===== config.mk =====
export PLATFORM = sky130hd
export DESIGN_NAME = csl_lock
export DESIGN_NICKNAME = d
export VERILOG_FILES = /design/src/hw/csl_pkg.sv /design/src/hw/csl_lock.sv /design/src/hw/csl_decode.sv
export SDC_FILE = /design/constraint.sdc
export NUM_CORES = 1
export LEC_CHECK = 0
export ABC_CLOCK_PERIOD_IN_PS = 1300
export BUFFER_PORTS_ARGS = -buffer_cell sky130_fd_sc_hd__clkbuf_2
export CAP_MARGIN = 25
export CORE_UTILIZATION = 33
export DETAILED_ROUTE_END_ITERATION = 6
export PLACE_DENSITY = 0.69
export SYNTH_ARGS = -nofsm -noshare
export SYNTH_HDL_FRONTEND = slang
export SYNTH_HIERARCHICAL = 1
export SYNTH_SLANG_ARGS = --single-unit

===== constraint.sdc =====
create_clock -name I_REF_CLK -period 1.3 [get_ports I_REF_CLK]
set_clock_uncertainty 0.15 [all_clocks]
set_input_delay 0.26 -clock I_REF_CLK [delete_from_list [all_inputs] [get_ports I_REF_CLK]]
set_output_delay 0.26 -clock I_REF_CLK [all_outputs]
set_load 0.01 [all_outputs]

===== src/hw/csl_pkg.sv =====
// Package for the code security lock: lock byte layout, levels, carriers.
// Assumes one 100 MHz clock and an active-low asynchronous reset.
package csl_pkg;

  // ==========================================================
  // Lock byte layout in the ROM image
  localparam logic [15:0] CSL_LOCK_BYTE_ADDR = 16'h8020;
  localparam logic [15:0] CSL_USER_LAST_ADDR = 16'h7FFF;
  localparam int CSL_BIT_ONE_POS = 0;
  localparam int CSL_BIT_TWO_POS = 1;
  localparam int CSL_BIT_THREE_POS = 3;
  localparam logic [7:0] CSL_LOCK_BYTE_RST = 8'h00;

  // ==========================================================
  // Signature bytes (values arbitrary, neutral)
  localparam int CSL_SIG_COUNT = 3;
  localparam logic [7:0] CSL_SIG_BYTE0 = 8'h5A;
  localparam logic [7:0] CSL_SIG_BYTE1 = 8'hA5;
  localparam logic [7:0] CSL_SIG_BYTE2 = 8'h3C;
  localparam logic [7:0] CSL_SIG_NONE = 8'h00;

  // ==========================================================
  // Protection levels
  typedef enum logic [1:0] {
    CSL_LVL_OPEN,
    CSL_LVL_ONE,
    CSL_LVL_TWO,
    CSL_LVL_THREE
  } csl_level_t;

  // Request group from core and programmer
  typedef struct packed {
    logic code_table_read;
    logic exec_external;
    logic ext_fetch;
    logic verify;
    logic prog_write;
    logic ram_access;
  } csl_req_t;

  // Grant group back to core and programmer
  typedef struct packed {
    logic code_table_read;
    logic ext_fetch;
    logic verify;
    logic prog_write;
    logic ram_access;
  } csl_gnt_t;

endpackage


===== src/hw/csl_lock.sv =====
// Code security lock: holds the sampled lock bits and gates accesses.
// Assumes lock byte is presented on I_LOCK_BYTE, stable during reset exit.
`timescale 1ns/1ps
module csl_lock
  import csl_pkg::*;
(
  input wire logic I_REF_CLK,
  input wire logic I_RST_B,
  input wire logic [7:0] I_LOCK_BYTE,
  input csl_req_t I_REQ,
  input wire logic [1:0] I_SIG_INDEX,
  input wire logic I_SIG_READ,
  input wire logic [15:0] I_IMG_ADDR,
  output csl_gnt_t O_GNT,
  output logic O_EXEC_FAULT,
  output logic O_LOCK_VALID,
  output logic [1:0] O_LEVEL,
  output logic O_LOCK_UNDEFINED,
  output logic [7:0] O_SIG_DATA,
  output logic O_SIG_VALID,
  output logic O_IMG_IN_RANGE
);

  // ==========================================================
  // Lock byte sampling
  // Caught one clock after reset release, never inside the async reset.
  logic [7:0] lock_byte_q, lock_byte_d;
  logic sampled_q, sampled_d;

  always_comb begin
    lock_byte_d = lock_byte_q;
    sampled_d = 1'b1;
    if (!sampled_q) begin
      lock_byte_d = I_LOCK_BYTE;
    end
  end

  always_ff @(posedge I_REF_CLK or negedge I_RST_B) begin
    if (!I_RST_B) begin
      lock_byte_q <= CSL_LOCK_BYTE_RST;
      sampled_q <= 1'b0;
    end else begin
      lock_byte_q <= lock_byte_d;
      sampled_q <= sampled_d;
    end
  end

  // Zero in the image means the protection is on
  logic lock_bit_one, lock_bit_two, lock_bit_three;
  assign lock_bit_one = !lock_byte_q[CSL_BIT_ONE_POS];
  assign lock_bit_two = !lock_byte_q[CSL_BIT_TWO_POS];
  assign lock_bit_three = !lock_byte_q[CSL_BIT_THREE_POS];

  csl_level_t level;
  logic undefined;

  csl_decode u_csl_decode (
    .i_bit_one(lock_bit_one),
    .i_bit_two(lock_bit_two),
    .i_bit_three(lock_bit_three),
    .o_level(level),
    .o_undefined(undefined)
  );

  // ==========================================================
  // Access gating
  // Until sampled everything but table reads without exec_external is refused: the worst case is assumed.
  csl_gnt_t gnt_q, gnt_d;
  logic fault_q, fault_d;
  logic lvl1, lvl2, lvl3;

  assign lvl1 = !sampled_q || (level != CSL_LVL_OPEN);
  assign lvl2 = !sampled_q || (level == CSL_LVL_TWO) ||
                (level == CSL_LVL_THREE);
  assign lvl3 = !sampled_q || (level == CSL_LVL_THREE);

  always_comb begin
    gnt_d.code_table_read = I_REQ.code_table_read &&
      !(lvl1 && I_REQ.exec_external);
    gnt_d.prog_write = I_REQ.prog_write && !lvl1;
    gnt_d.verify = I_REQ.verify && !lvl2;
    gnt_d.ext_fetch = I_REQ.ext_fetch && !lvl3;
    gnt_d.ram_access = I_REQ.ram_access && !lvl3;
    fault_d = I_REQ.ext_fetch && lvl3 && sampled_q;
  end

  always_ff @(posedge I_REF_CLK or negedge I_RST_B) begin
    if (!I_RST_B) begin
      gnt_q <= '0;
      fault_q <= 1'b0;
    end else begin
      gnt_q <= gnt_d;
      fault_q <= fault_d;
    end
  end

  // ==========================================================
  // Signature read and image range
  logic [7:0] sig_q, sig_d;
  logic sig_v_q, sig_v_d;
  logic img_q, img_d;

  always_comb begin
    sig_v_d = I_SIG_READ;
    sig_d = sig_q;
    if (I_SIG_READ) begin
      if (I_SIG_INDEX == 2'd0) begin
        sig_d = CSL_SIG_BYTE0;
      end else if (I_SIG_INDEX == 2'd1) begin
        sig_d = CSL_SIG_BYTE1;
      end else if (I_SIG_INDEX == 2'd2) begin
        sig_d = CSL_SIG_BYTE2;
      end else begin
        sig_d = CSL_SIG_NONE;
      end
    end
    img_d = (I_IMG_ADDR <= CSL_USER_LAST_ADDR);
  end

  always_ff @(posedge I_REF_CLK or negedge I_RST_B) begin
    if (!I_RST_B) begin
      sig_q <= CSL_SIG_NONE;
      sig_v_q <= 1'b0;
      img_q <= 1'b0;
    end else begin
      sig_q <= sig_d;
      sig_v_q <= sig_v_d;
      img_q <= img_d;
    end
  end

  assign O_GNT = gnt_q;
  assign O_EXEC_FAULT = fault_q;
  assign O_LOCK_VALID = sampled_q;
  assign O_LEVEL = level;
  assign O_LOCK_UNDEFINED = undefined && sampled_q;
  assign O_SIG_DATA = sig_q;
  assign O_SIG_VALID = sig_v_q;
  assign O_IMG_IN_RANGE = img_q;
endmodule


===== src/hw/csl_decode.sv =====
// Decoder from the three lock bits to a protection level.
// Assumes the lock bits are already in the enabled-is-true sense.
`timescale 1ns/1ps
module csl_decode
  import csl_pkg::*;
(
  input wire logic i_bit_one,
  input wire logic i_bit_two,
  input wire logic i_bit_three,
  output csl_level_t o_level,
  output logic o_undefined
);

  // ==========================================================
  // Cumulative decode
  // Odd combinations fall to the strongest level implied by any set bit,
  // so an illegal pattern never weakens protection.
  always_comb begin
    o_undefined = 1'b0;
    if (i_bit_three) begin
      o_level = CSL_LVL_THREE;
      o_undefined = !(i_bit_one && i_bit_two);
    end else if (i_bit_two) begin
      o_level = CSL_LVL_TWO;
      o_undefined = !i_bit_one;
    end else if (i_bit_one) begin
      o_level = CSL_LVL_ONE;
    end else begin
      o_level = CSL_LVL_OPEN;
    end
  end

endmodule


**After elaboration in Yosys (flattened, before gate mapping)**

Cells that the tools add are included.

- Register bits after elaboration: 21
- Latch bits: 0
- Memory bits (writable): 0
- Bits in read-only memories: 0
- Input bits: 35
- Output and inout port bits: 20
- Word-level logic and storage cells: 48
- Memories kept: 0

- $add $sub $neg: 0
- Multiply operators: 0
- Divide/modulo/power cells: 0
- Order comparisons: 1
- Equal/unequal tests: 4
- Shift-type cells: 0
- Mux-type cells: 8
- Bitwise gates (word level): 0
- Reductions and logical operators: 24

Operator list:

| cell | count |
|---|---|
| $le A16 B15 Y1 const B | 1 |
| $mux W8 | 2 |
| $logic_and A1 B1 Y1 | 10 |
| $logic_not A1 Y1 | 8 |
| $eq A2 B2 Y1 const B | 3 |
| $mux W6 | 1 |
| $logic_or A1 B1 Y1 | 4 |
| $mux W2 | 2 |
| $mux W1 | 3 |
| $eq A2 B1 Y1 const B | 1 |
| $logic_not A2 Y1 | 1 |
| $reduce_bool A2 Y1 | 1 |

**Logic depth before layout (Yosys ltp)**

Gate-level depths: netlist of run 1.

- Word-level depth: 8
- Gate-level depth with buffers: 5
- Depth with buffers taken out: 5

**Hierarchy**

The synthesis of run 1 kept the hierarchy.

Modules (own cells, without submodules):

| module | times used | cells an instance | area each (µm²) | sequential area each (µm²) |
|---|---|---|---|---|
| csl_lock | 1 | 51 | 643.1 | 400.4 |
| csl_decode | 1 | 5 | 28.8 | 0.0 |

**Worst setup path after synthesis of run 1**

Ideal clock, no wire load.

- Kind: register to register
- Start: register lock_byte_q[0]
- End: register gnt_q, in the netlist O_GNT[0]
- Setup time: 0.120 ns
- Arrival time: 1.171 ns
- Required time: 1.030 ns
- Path slack: -0.141 ns
- Stages on the path, launching flop included: 6
- Path buffers: 0
- Clock period less this slack: 1.441 ns
- Cell sequence: dfrtp_1 inv_1 inv_1 o21ai_0 nand2_1 and3_1

RTL lines:

| element | line | text |
|---|---|---|
| start: declaration | csl_lock.sv:27 | `logic [7:0] lock_byte_q, lock_byte_d;` |
| start signal: assignment | csl_lock.sv:43 | `lock_byte_q <= lock_byte_d;` |
| end signal: assignment | csl_lock.sv:92 | `gnt_q <= gnt_d;` |
| end: declaration | csl_lock.sv:68 | `csl_gnt_t gnt_q, gnt_d;` |

**Worst setup path in the final report of run 1**

- Start: register lock_byte_q[1]
- End: output O_LOCK_UNDEFINED

- Cells in the longest elaborated chain, start to end: 5
- Elaborated cells between the ends (all ways): 6
- Classes of those cells: mux (2); reduce/logical (4)

Ends and longest elaborated chain:

| element | line | text |
|---|---|---|
| $logic_not A1 Y1 | csl_lock.sv:51 | `assign lock_bit_two = !lock_byte_q[CSL_BIT_TWO_POS];` |
| via lock_bit_two | csl_lock.sv:49 | `logic lock_bit_one, lock_bit_two, lock_bit_three;` |
| $logic_and A1 B1 Y1 | csl_decode.sv:22 | `o_undefined = !(i_bit_one && i_bit_two);` |
| $logic_not A1 Y1 | csl_decode.sv:22 |  |
| $mux W1 | csl_decode.sv:20 | `if (i_bit_three) begin` |
| via undefined | csl_lock.sv:55 | `logic undefined;` |
| $logic_and A1 B1 Y1 | csl_lock.sv:136 | `assign O_LOCK_UNDEFINED = undefined && sampled_q;` |
| end: declaration | csl_lock.sv:18 | `output logic O_LOCK_UNDEFINED,` |

The timed path passes the listed nets, and every way through them passes these cells.

==> results.txt, run 1 <==
----------------------------------------------------
[Status]
  Outcome ... complete, but fails checks
  Violated checks ... negative setup slack

[Worst setup path]
  Cell type group with the largest total delay on the critical path ... flip-flops
  FF-to-FF Start ... lock_byte_q[3]$_DFFE_PN0N_
  Worst endpoint data arrival time ... 1190 ps
  Critical path data required time ... 890 ps
  Category of the critical setup timing path ... flip-flop to output pin
  Highest-delay cell along the critical path ... sky130_fd_sc_hd__dfrtp_1
  Endpoint class of the critical path ... output pin
  Startpoint types ... flip-flop
  Top fanout value on the critical path ... 3
  Cells along the critical path ... inv_2 -> mux2i_1 -> and2_1 -> buf_2
  Worst setup path startpoint ... lock_byte_q[1]$_DFFE_PN0N_
  Buffers and inverters on the worst path ... 2
  Worst path max stage delay ... 390 ps

[Drt]
  DRC marker count from the first detailed-route iteration ... 5
  Router iterations before antenna repair ... 2
  Residual DRC ... 0
  Final wirelength ... 1110 um
  Number of vias in the routed layout ... 498
  Average routed wire per standard cell ... 9.098 um
  Post-detailed-route count of antenna-violating nets ... 0
  Vias per cell ... 4.082

[Synth]
  Dominant combinational cell family by area after synthesis ... multiplexers
  Post-synthesis net count ... 94
  Number of flip-flops and latches in the synthesized netlist ... 16
  Fraction of the yosys area taken by sequential cells ... 0.5959
  Fraction of the mapped netlist area in adder cells ... 0.05587
  Post-synthesis area per instance ... 12.00 sq um
  Most area-hungry cell type in the Yosys netlist ... sky130_fd_sc_hd__dfrtp_1
  Dominant cells by area after synthesis ... sky130_fd_sc_hd__dfrtp_1 (60%), sky130_fd_sc_hd__mux2_2 (8.4%), sky130_fd_sc_hd__buf_4 (5.6%)
  Gate count of the mapped netlist ... 56
  Distinct cells, synth ... 18
  Synth Area in Compound Gates ... 0.03352
  Yosys Warn Count ... 6
  Proportion of synthesized area in mux cells ... 0.1155
  Mapped Area ... 671.9 sq um
  Parity-gate share of the synthesized area counting xor and xnor cells ... 0
  Top-area cell type share of the netlist area ... 0.5959
  Fraction of the mapped netlist area in simple logic gates ... 0.08752

[Global route]
  Global-route wire length before repair ... 1621 um
  Number of global-route vias before repair ... 417
  Largest net degree at the start of global routing ... 17
  Sum of overflow across all layers after global routing ... 0
  Number of antenna violations at the first check in global routing ... 0
  Global routing usage summed across all routing layers ... 0.1109

[Clock network]
  Root cell of the clock tree ... sky130_fd_sc_hd__clkbuf_4
  H-Tree Level Count ... 1
  Source-to-sink clock delay at the later pin of the worst-skew pair ... 280 ps
  Clock Path Buffers ... 2
  Clock sink count ... 16
  Clock tree from TritonCTS ... yes
  Clock transition at the registers of the reported paths ... 80 ps
  TritonCTS Buffers ... 3

[Power and ir drop]
  Maximum vdd drop ... 0.6771 mV
  Ratio of total power to cell area ... 1125 nW/um^2
  Leakage ... 0.5503 nW

[Timing]
  Crit path setup slack, layout ... -300.2 ps
  Worst hold margin ... 18.30 ps
  Max Fclk ... 0.6249 GHz
  Clock period minus final worst setup slack ... 1600 ps
  Final Max Slew Viols ... 0
  Final period utilization ... 1.231
  Hold Fails Final Rpt ... 0
  Setup repair after global routing missed its margin ... true
  Final setup violation count ... 6

[Placement]
  Final weighted congestion of routability-driven global placement ... 0.6180
  HPWL Detailed ... 867.7 um
  Pre-CTS setup slack ... -85.36 ps
  IO buf count ... 34

[Floorplan]
  Chip width ... 47.12 um
  Number of placement rows ... 15
  Core Region ... 1821 sq um
  I/O pin cnt ... 55
  Die height ... 47.12 um
  Die area ... 2220 sq um
  Initial Util ... 0.3691

[Cells and area]
  Layout cells sized above 1 ... 0.5773
  Syn-to-layout area delta ... 44.32%
  Top library cells by usage in the layout, fill and taps aside ... sky130_fd_sc_hd__clkbuf_2 (31), sky130_fd_sc_hd__dfrtp_1 (15), sky130_fd_sc_hd__inv_1 (5), sky130_fd_sc_hd__mux2_2 (5)
  Post-layout nets ... 136
  Leading cell type in the layout, fill and taps excluded ... sky130_fd_sc_hd__clkbuf_2
  # diodes ... 0
  Final core area utilization ... 0.5326

[Hold path]
  Worst Hold Class ... input port to flip-flop
  Hold path startpoint ... I_SIG_READ

[Flow run]
  Max-cap check violation count ... 0

----------------------------------------------------
==> kinds of logic after synthesis <==
logic type	after synthesis
AOI/OAI and AO/OA	4
adders and majority gates	3
buffers and inverters	14
DFF	16
muxes	7
other	1
and+or+nand+nor	11
==> cells in the mapped netlist <==
| cell type | number |
|---|---|
| sky130_fd_sc_hd__inv_1 | 9 |
| sky130_fd_sc_hd__ha_1 | 3 |
| sky130_fd_sc_hd__and2_1 | 1 |
| sky130_fd_sc_hd__conb_1 | 1 |
| sky130_fd_sc_hd__and3b_1 | 1 |
| sky130_fd_sc_hd__o21ai_0 | 1 |
| sky130_fd_sc_hd__nand2_1 | 2 |
| sky130_fd_sc_hd__nor2_1 | 4 |
| sky130_fd_sc_hd__or3b_1 | 1 |
| sky130_fd_sc_hd__a21oi_1 | 2 |
| sky130_fd_sc_hd__buf_4 | 5 |
| sky130_fd_sc_hd__mux2_1 | 1 |
| sky130_fd_sc_hd__or2_1 | 1 |
| sky130_fd_sc_hd__dfrtp_1 | 16 |
| sky130_fd_sc_hd__a21boi_1 | 1 |
| sky130_fd_sc_hd__and3_1 | 1 |
| sky130_fd_sc_hd__mux2i_1 | 1 |
| sky130_fd_sc_hd__mux2_2 | 5 |
==> worst register-to-register path: stages, from the launching register on <==
cell and delay, ps:
sky130_fd_sc_hd__dfrtp_1 380, sky130_fd_sc_hd__inv_2 40, sky130_fd_sc_hd__or2_4 250, sky130_fd_sc_hd__or3b_4 390, sky130_fd_sc_hd__a21boi_2 120
==> through the flow <==
stage | power (W) | setup TNS, ps | std cells | instance area, sq um
finish | 0.001091 | -947.7 | 122 | 969.7
global route | 0.001158 | -1285 | 122 | 969.7
CTS | 0.001100 | -1055 | 121 | 953.4
detailed placement | 0.0007548 | -116.2 | 111 | 845.8
global placement | 0.0007498 | -49.75 | 111 | 845.8
floorplan | 0.0006774 | -31.84 | 56 | 674.4
==> flip-flops by register name, summed over array words and instances (netlist names) <==
signal	cells
lock_byte_q	3
O_EXEC_FAULT	1
O_SIG_DATA	4
O_LOCK_VALID	1
O_GNT	5
O_IMG_IN_RANGE	1
O_SIG_VALID	1
==> power breakdown <==
group / internal [W] / total [W] / switching (W)
sequential: 0.000535 / 0.000555 / 0.0000199
clock: 0.000170 / 0.000312 / 0.000141
combinational: 0.000117 / 0.000224 / 0.000107
==> path summary, 6_finish.rpt <==
| kind | cells after the start | end | slack [ps] |
|---|---|---|---|
| setup reg to reg | 4 | O_GNT[4]$_DFF_PN0_ | -90 |
| setup / recovery | 4 | O_LOCK_UNDEFINED | -300 |
| hold reg to reg | 1 | lock_byte_q[1]$_DFFE_PN0N_ | 390 |
| max in group asynchronous | 2 | O_LOCK_VALID$_DFF_PN0_ | 430 |
| hold / removal | 1 | O_SIG_VALID$_DFF_PN0_ | 20 |
| min in group asynchronous | 2 | O_SIG_VALID$_DFF_PN0_ | 270 |
==> cell type report <==
class	count	area, sq um
multi-input cells	26	212.7
well taps	25	31.28
repair buffers	42	254.0
inverters	9	33.78
clock buffers	4	36.28
fillers	182	850.8
flip-flops and latches	16	401.6
==> timing repair <==
action | in CTS | in global routing
hold endpoints to repair | 18 | 1
buffers inserted | 3 | 1
pin swaps | 2 | 1
hold buffers | 3 | 1
setup endpoints to repair | 6 | 8
gates resized for setup | 6 | 8
==> routing by layer <==
| metal | vias to the layer above | wire, um | global-route usage |
|---|---|---|---|
| li1 | 250 | - | - |
| met1 | 226 | 437 | 0.1220 |
| met2 | 20 | 577 | 0.1778 |
| met3 | 2 | 83 | 0.06923 |
| met4 | 0 | 12 | 0.03429 |
| met5 | - | 0 | 0 |
(Power assumes the default switching activity.)
==> inputs of run 2 (changes only) <==
- SETUP_SLACK_MARGIN: not set -> 0.5
==> run 2 against run 1 <==
  * The run ends with negative hold slack, negative setup slack left
  * First-iteration DRC count decreased by 80%
  * Flip-flop and latch count unchanged
  * Combinational power increased by 29%
  * Wire length increased by 8.6%
  * Register-to-register slack improved by 20 ps
==> results.txt, run 2 (synthesis results as in run 1) <==
----------------------------------------------------
[Global route]
  Sum of overflow across all layers after global routing ... 0 (unchanged)
  Global-route wire length before repair ... 1656 um (+2.2%)
  Number of global-route vias before repair ... 393 (-5.8%)
  Number of antenna violations at the first check in global routing ... 0 (unchanged)
  Largest net degree at the start of global routing ... 17 (unchanged)
  Global routing usage summed across all routing layers ... 0.1127 (+0.001776)

[Power and ir drop]
  Post-route total power ... 0.001156 W (+6.0%)
  Switching portion of total power ... 0.2500 (+0.004263)
  Design internal power ... 0.0008673 W (+5.4%)
  Share of total power in sequential cells ... 0.480 (-0.029)
  Leakage ... 0.6147 nW (+12%)
  Ratio of total power to cell area ... 1058 nW/um^2 (-6.0%)
  Relative contribution of the clock network to total power ... 0.271 (-0.015)
  Combinational Power Share ... 0.249 (+0.043)
  Net Switching ... 0.0002891 W (+7.9%)
  Maximum vdd drop ... 0.7182 mV (+6.1%)

[Worst setup path]
  Startpoint types ... flip-flop
  Category of the critical setup timing path ... flip-flop to output pin
  Worst endpoint data arrival time ... 1190 ps (about the same)
  Critical path data required time ... 890 ps (about the same)
  Endpoint class of the critical path ... output pin
  Top fanout value on the critical path ... 3 (unchanged)

[Floorplan]
  Core Region ... 1821 sq um (unchanged)
  I/O pin cnt ... 55 (unchanged)
  Number of placement rows ... 15 (unchanged)
  Die area ... 2220 sq um (unchanged)
  Chip width ... 47.12 um (unchanged)
  Die height ... 47.12 um (unchanged)
  Initial Util ... 0.3691 (unchanged)

[Drt]
  Router iterations before antenna repair ... 4 (+2)
  Post-detailed-route count of antenna-violating nets ... 0 (unchanged)
  Final wirelength ... 1205 um (+8.6%)
  Number of vias in the routed layout ... 524 (+5.2%)
  DRC marker count from the first detailed-route iteration ... 1 (-4)
  Residual DRC ... 0 (unchanged)
  Average routed wire per standard cell ... 9.563 um (+5.1%)
  Vias per cell ... 4.159 (+1.9%)

[Clock network]
  Clock sink count ... 16 (unchanged)
  Clock transition at the registers of the reported paths ... 80 ps (about the same)
  H-Tree Level Count ... 1 (unchanged)
  Clock Path Buffers ... 2 (unchanged)
  Clock tree from TritonCTS ... yes
  Source-to-sink clock delay at the later pin of the worst-skew pair ... 280 ps (about the same)
  TritonCTS Buffers ... 3 (unchanged)
  Root cell of the clock tree ... sky130_fd_sc_hd__clkbuf_4

[Placement]
  IO buf count ... 34 (unchanged)
  Final weighted congestion of routability-driven global placement ... 0.6162 (-0.29%)
  HPWL Detailed ... 882.6 um (+1.7%)
  Cell total after placement ... 112 (+0.90%)

[Status]
  Violated checks ... negative hold slack, negative setup slack
  Outcome ... complete, but fails checks

[Cells and area]
  Top library cells by usage in the layout, fill and taps aside ... sky130_fd_sc_hd__dfrtp_1 (16), sky130_fd_sc_hd__buf_2 (16), sky130_fd_sc_hd__clkbuf_2 (14), sky130_fd_sc_hd__buf_6 (8), sky130_fd_sc_hd__buf_4 (7)
  Layout Cells excl Fill ... 126 (+3.3%)
  Post-layout nets ... 140 (+2.9%)
  # diodes ... 0 (unchanged)
  Flip-flop count of the largest register after layout ... 5 (unchanged)
  Filler cell count in the final layout ... 168 (-7.7%)
  Sequential cell area ... 400.4 sq um (-0.31%)
  Syn-to-layout area delta ... 62.76%
  Layout cells sized above 1 ... 0.6634 (+0.08605)
  Area of the multi-input gates ... 266.5 sq um (+25%)
  Final core area utilization ... 0.6007 (+0.06804)

[Timing]
  Worst hold margin ... -268.3 ps (-286.6 ps)
  Hold Fails Final Rpt ... 18 (+18)
  Total negative setup slack ... -1060 ps (-112.5 ps)
  Final Max Slew Viols ... 0 (unchanged)
  Max Fclk ... 0.6256 GHz (+0.11%)
  Crit path setup slack, layout ... -298.4 ps (+1.784 ps)
  Setup repair after global routing missed its margin ... true
  Final period utilization ... 1.230 (-0.001372)
  Final setup violation count ... 9 (+3)
  Clock period minus final worst setup slack ... 1598 ps (-1.784 ps)

[Flow run]
  Max-cap check violation count ... 0 (unchanged)

[Hold path]
  Worst Hold Class ... input port to async pin

----------------------------------------------------
==> run 2: cell count changes in the layout (fill, tap and decap cells not counted), moves of 2 or more <==
| cell | change |
|---|---|
| sky130_fd_sc_hd__clkbuf_2 | -17 |
| sky130_fd_sc_hd__buf_2 | +14 |
| sky130_fd_sc_hd__mux2_4 | +6 |
| sky130_fd_sc_hd__buf_4 | +5 |
| sky130_fd_sc_hd__buf_6 | +5 |
| sky130_fd_sc_hd__mux2_2 | -5 |
| sky130_fd_sc_hd__dlygate4sd3_1 | -4 |
| sky130_fd_sc_hd__ha_1 | -3 |
| sky130_fd_sc_hd__ha_4 | +2 |
| sky130_fd_sc_hd__inv_12 | +2 |
| sky130_fd_sc_hd__inv_2 | -2 |
==> run 2: what timing repair did <==
item                                    4_1_cts  5_1_grt
resized for setup                             7       29
pin swaps                                     1        3
endpoints found under the setup margin       33       33
hold endpoints to repair                     18       18
setup buffers                                 5        5
==> run 2: stage by stage <==
| step | worst slack, ps | area [sq um] |
|---|---|---|
| after CTS | -320.2 | 1016 |
| after detailed placement | -66.29 | 917.1 |
| final | -298.4 | 1094 |
| after floorplan | -31.84 | 757.0 |
| after global placement | -52.21 | 917.1 |
| after global routing | -379.0 | 1094 |
==> run 2: final cells by class <==
class                   count  area share
flip-flops and latches     16      0.3661
repair buffers             46      0.2746
multi-input cells          26      0.2437
inverters                   9     0.05378
clock buffers               4     0.03318
well taps                  25     0.02860
==> run 2: path summary, 6_finish.rpt <==
kind | start | end | slack, ps | depth (start not counted)
min | I_RST_B | O_LOCK_VALID$_DFF_PN0_ | -270 | 1
max reg2reg | lock_byte_q[3]$_DFFE_PN0N_ | O_GNT[4]$_DFF_PN0_ | -70 | 4
min reg2reg | O_SIG_DATA[5]$_DFFE_PN0P_ | O_SIG_DATA[5]$_DFFE_PN0P_ | 390 | 1
max | lock_byte_q[1]$_DFFE_PN0N_ | O_LOCK_UNDEFINED | -300 | 4
min in group I_REF_CLK | I_IMG_ADDR[15] | O_IMG_IN_RANGE$_DFF_PN0_ | -50 | 2
max in group asynchronous | I_RST_B | lock_byte_q[3]$_DFFE_PN0N_ | 990 | 1
==> run 2: layer usage <==
layer  global-route usage  part of all wire  vias to the layer above
li1                     -                 -                      258
met5                    0                 0                        -
met2               0.1778              0.49                       23
met1               0.1418              0.42                      243
met3              0.05769             0.091                        0
met4              0.01714                 0                        0
==> run 2: power by group through the flow <==
stage | Sequential [W] | Combinational [W] | Clock, W
after floorplan | 0.000579 | 0.000126 | 0
after global placement | 0.000565 | 0.000212 | 0
after detailed placement | 0.000566 | 0.000215 | 0
after CTS | 0.000555 | 0.000249 | 0.000329
after global routing | 0.000560 | 0.000316 | 0.000355
final | 0.000555 | 0.000288 | 0.000314
==> run 2: worst max-delay path, cell delays in order, from the launching register on <==
cell and delay, ps:
sky130_fd_sc_hd__dfrtp_1 390, sky130_fd_sc_hd__inv_2 80, sky130_fd_sc_hd__mux2i_1 180, sky130_fd_sc_hd__and2_1 130, sky130_fd_sc_hd__buf_2 120
==> inputs of run 3 (changes only) <==
==> constraint.sdc (replaced) <==
create_clock -name I_REF_CLK -period 1.3 [get_ports I_REF_CLK]
set_clock_uncertainty 0.15 [all_clocks]
set_input_delay 0.065 -clock I_REF_CLK [delete_from_list [all_inputs] [get_ports I_REF_CLK]]
set_output_delay 0.065 -clock I_REF_CLK [all_outputs]
set_load 0.01 [all_outputs]
==> run 3 against run 2 <==
  * The run still ends with negative hold slack, negative setup slack left
  * Clock power barely moved
  * Cell area fell by 1.4%
  * Count of clock-buffer cells in the layout stayed put
  * Cell count did not move
  * Via count increased by 3.4%
  * Worst hold slack better by 130 ps
  * Worst setup slack improved by 140 ps
  * Non-clock buffer count unchanged
  * Core utilization shrank 0.82 points
  * Global-route usage increased by 2.4 points
==> results.txt, run 3 (synthesis results as in run 1) <==
----------------------------------------------------
[Floorplan]
  Chip width ... 47.12 um (unchanged)
  Die area ... 2220 sq um (unchanged)
  Number of placement rows ... 15 (unchanged)
  I/O pin cnt ... 55 (unchanged)
  Core Region ... 1821 sq um (unchanged)
  Die height ... 47.12 um (unchanged)
  Initial Util ... 0.3691 (unchanged)

[Drt]
  Post-detailed-route count of antenna-violating nets ... 0 (unchanged)
  DRC marker count from the first detailed-route iteration ... 3 (+2)
  Vias per cell ... 4.302 (+3.4%)
  Final wirelength ... 1301 um (+8.0%)
  Residual DRC ... 0 (unchanged)
  Router iterations before antenna repair ... 2 (-2)
  Number of vias in the routed layout ... 542 (+3.4%)
  Average routed wire per standard cell ... 10.33 um (+8.0%)

[Timing]
  Worst hold margin ... -140.8 ps (+127.4 ps)
  Hold Fails Final Rpt ... 9 (-9)
  Final setup violation count ... 5 (-4)
  Setup repair after global routing missed its margin ... true
  Crit path setup slack, layout ... -163.1 ps (+135.4 ps)
  Max Fclk ... 0.6835 GHz (+9.3%)
  Final period utilization ... 1.125 (-0.1041)
  Clock period minus final worst setup slack ... 1463 ps (-135.4 ps)
  Final Max Slew Viols ... 0 (unchanged)

[Worst setup path]
  Highest-delay cell along the critical path ... sky130_fd_sc_hd__dfrtp_1
  Endpoint class of the critical path ... output pin
  Critical path data required time ... 1090 ps (+200 ps)
  Worst endpoint data arrival time ... 1250 ps (+60 ps)
  Worst Reg2Reg Path Length in Cells ... 4 (unchanged)
  Startpoint types ... flip-flop
  Category of the critical setup timing path ... flip-flop to output pin
  Worst path max stage delay ... 390 ps (about the same)
  Cells along the critical path ... inv_2 -> buf_6 -> mux2i_1 -> and2_1 -> buf_2
  Top fanout value on the critical path ... 3 (unchanged)

[Clock network]
  Clock sink count ... 16 (unchanged)
  Clock Path Buffers ... 2 (unchanged)
  TritonCTS Buffers ... 3 (unchanged)
  Source-to-sink clock delay at the later pin of the worst-skew pair ... 280 ps (about the same)
  Hold buffers post-CTS ... 5
  Clock transition at the registers of the reported paths ... 90 ps (about the same)
  H-Tree Level Count ... 1 (unchanged)
  Clock tree from TritonCTS ... yes
  Root cell of the clock tree ... sky130_fd_sc_hd__clkbuf_4

[Cells and area]
  Syn-to-layout area delta ... 60.52%
  Post-layout nets ... 140 (unchanged)
  Layout cells sized above 1 ... 0.6337 (-0.02970)
  Flip-flop count of the largest register after layout ... 5 (unchanged)
  Top library cells by usage in the layout, fill and taps aside ... sky130_fd_sc_hd__clkbuf_2 (16), sky130_fd_sc_hd__dfrtp_1 (15), sky130_fd_sc_hd__buf_2 (14), sky130_fd_sc_hd__buf_6 (9), sky130_fd_sc_hd__inv_1 (7)
  # diodes ... 0 (unchanged)
  Layout Cells excl Fill ... 126 (unchanged)
  Leading cell type in the layout, fill and taps excluded ... sky130_fd_sc_hd__clkbuf_2
  Filler cell count in the final layout ... 162 (-3.6%)

[Status]
  Violated checks ... negative hold slack, negative setup slack
  Outcome ... complete, but fails checks

[Placement]
  HPWL Detailed ... 870.7 um (-1.3%)
  Cell total after placement ... 113 (+0.89%)
  Final weighted congestion of routability-driven global placement ... 0.6592 (+7.0%)
  IO buf count ... 34 (unchanged)

[Power and ir drop]
  Maximum vdd drop ... 1.043 mV (+45%)
  Ratio of total power to cell area ... 1076 nW/um^2 (+1.7%)
  Leakage ... 0.6073 nW (-1.2%)
  Post-route total power ... 0.001160 W (+0.34%)

[Global route]
  Number of antenna violations at the first check in global routing ... 0 (unchanged)
  Largest net degree at the start of global routing ... 17 (unchanged)
  Global-route wire length before repair ... 1952 um (+18%)
  Global routing usage summed across all routing layers ... 0.1368 (+0.02409)
  Sum of overflow across all layers after global routing ... 0 (unchanged)
  Number of global-route vias before repair ... 459 (+17%)

[Hold path]
  Worst Hold Class ... input port to flip-flop
  Worst hold stages ... 2

[Flow run]
  Max-cap check violation count ... 0 (unchanged)

----------------------------------------------------
-- run 3: repair_timing --
| item | 4_1_cts | 5_1_grt |
|---|---|---|
| pin swaps | 5 | 4 |
| endpoints found under the setup margin | 33 | 33 |
| gates resized for setup | 14 | 30 |
| hold endpoints to repair | 28 | 9 |
| buffers inserted | 2 | 2 |
-- run 3: final timing paths --
check | start | endpoint | slack [ps]
worst max-delay path | lock_byte_q[1]$_DFFE_PN0N_ | O_LOCK_UNDEFINED | -160
worst min-delay path | I_LOCK_BYTE[1] | lock_byte_q[1]$_DFFE_PN0N_ | -140
worst max register to register | lock_byte_q[3]$_DFFE_PN0N_ | O_GNT[4]$_DFF_PN0_ | -110
worst min register to register | lock_byte_q[0]$_DFFE_PN0N_ | lock_byte_q[0]$_DFFE_PN0N_ | 370
max in group asynchronous | I_RST_B | O_LOCK_VALID$_DFF_PN0_ | 630
min in group asynchronous | I_RST_B | O_GNT[2]$_DFF_PN0_ | 80
-- run 3: cell type report --
type | count | area [sq um] | area share
Sequential cell | 16 | 401.6 | 0.3724
Timing Repair Buffer | 46 | 316.6 | 0.2935
Multi-Input combinational cell | 26 | 259.0 | 0.2401
Clock buffer | 4 | 36.28 | 0.03364
Inverter | 9 | 33.78 | 0.03132
Tap cell | 25 | 31.28 | 0.02900
-- run 3: stage by stage --
step,area (sq um),setup WS (ps),utilization,TNS (ps)
floorplan,681.9,-31.84,-,-31.84
finish,1079,-163.1,0.5924,-545.7
global placement,864.6,-48.23,0.4749,-52.15
CTS,1013,-188.2,0.5567,-635.5
global route,1079,-244.0,0.5924,-1016
detailed placement,864.6,-73.30,0.4749,-82.25
-- run 3: critical path: cells and delay by family, from the launching register on --
kind / cells / cell delay (ps)
AND/OR/NAND/NOR: 1 / 130
flip-flops: 1 / 390
multiplexers: 1 / 150
buffers and inverters: 3 / 290
-- run 3: power by group --
group / switching [W] / total (W) / internal (W)
Combinational: 0.000121 / 0.000285 / 0.000164
Sequential: 0.0000256 / 0.000560 / 0.000535
Clock: 0.000145 / 0.000315 / 0.000170
Total: 0.000291 / 0.00116 / 0.000869
-- run 3: routing by layer --
layer  wire (um)  GRT usage  vias to the layer above
li1            -          -                      258
met1         515     0.1542                      259
met2         680     0.2250                       23
met3          93    0.07692                        2
met4          12    0.03429                        0
met5           0          0                        -
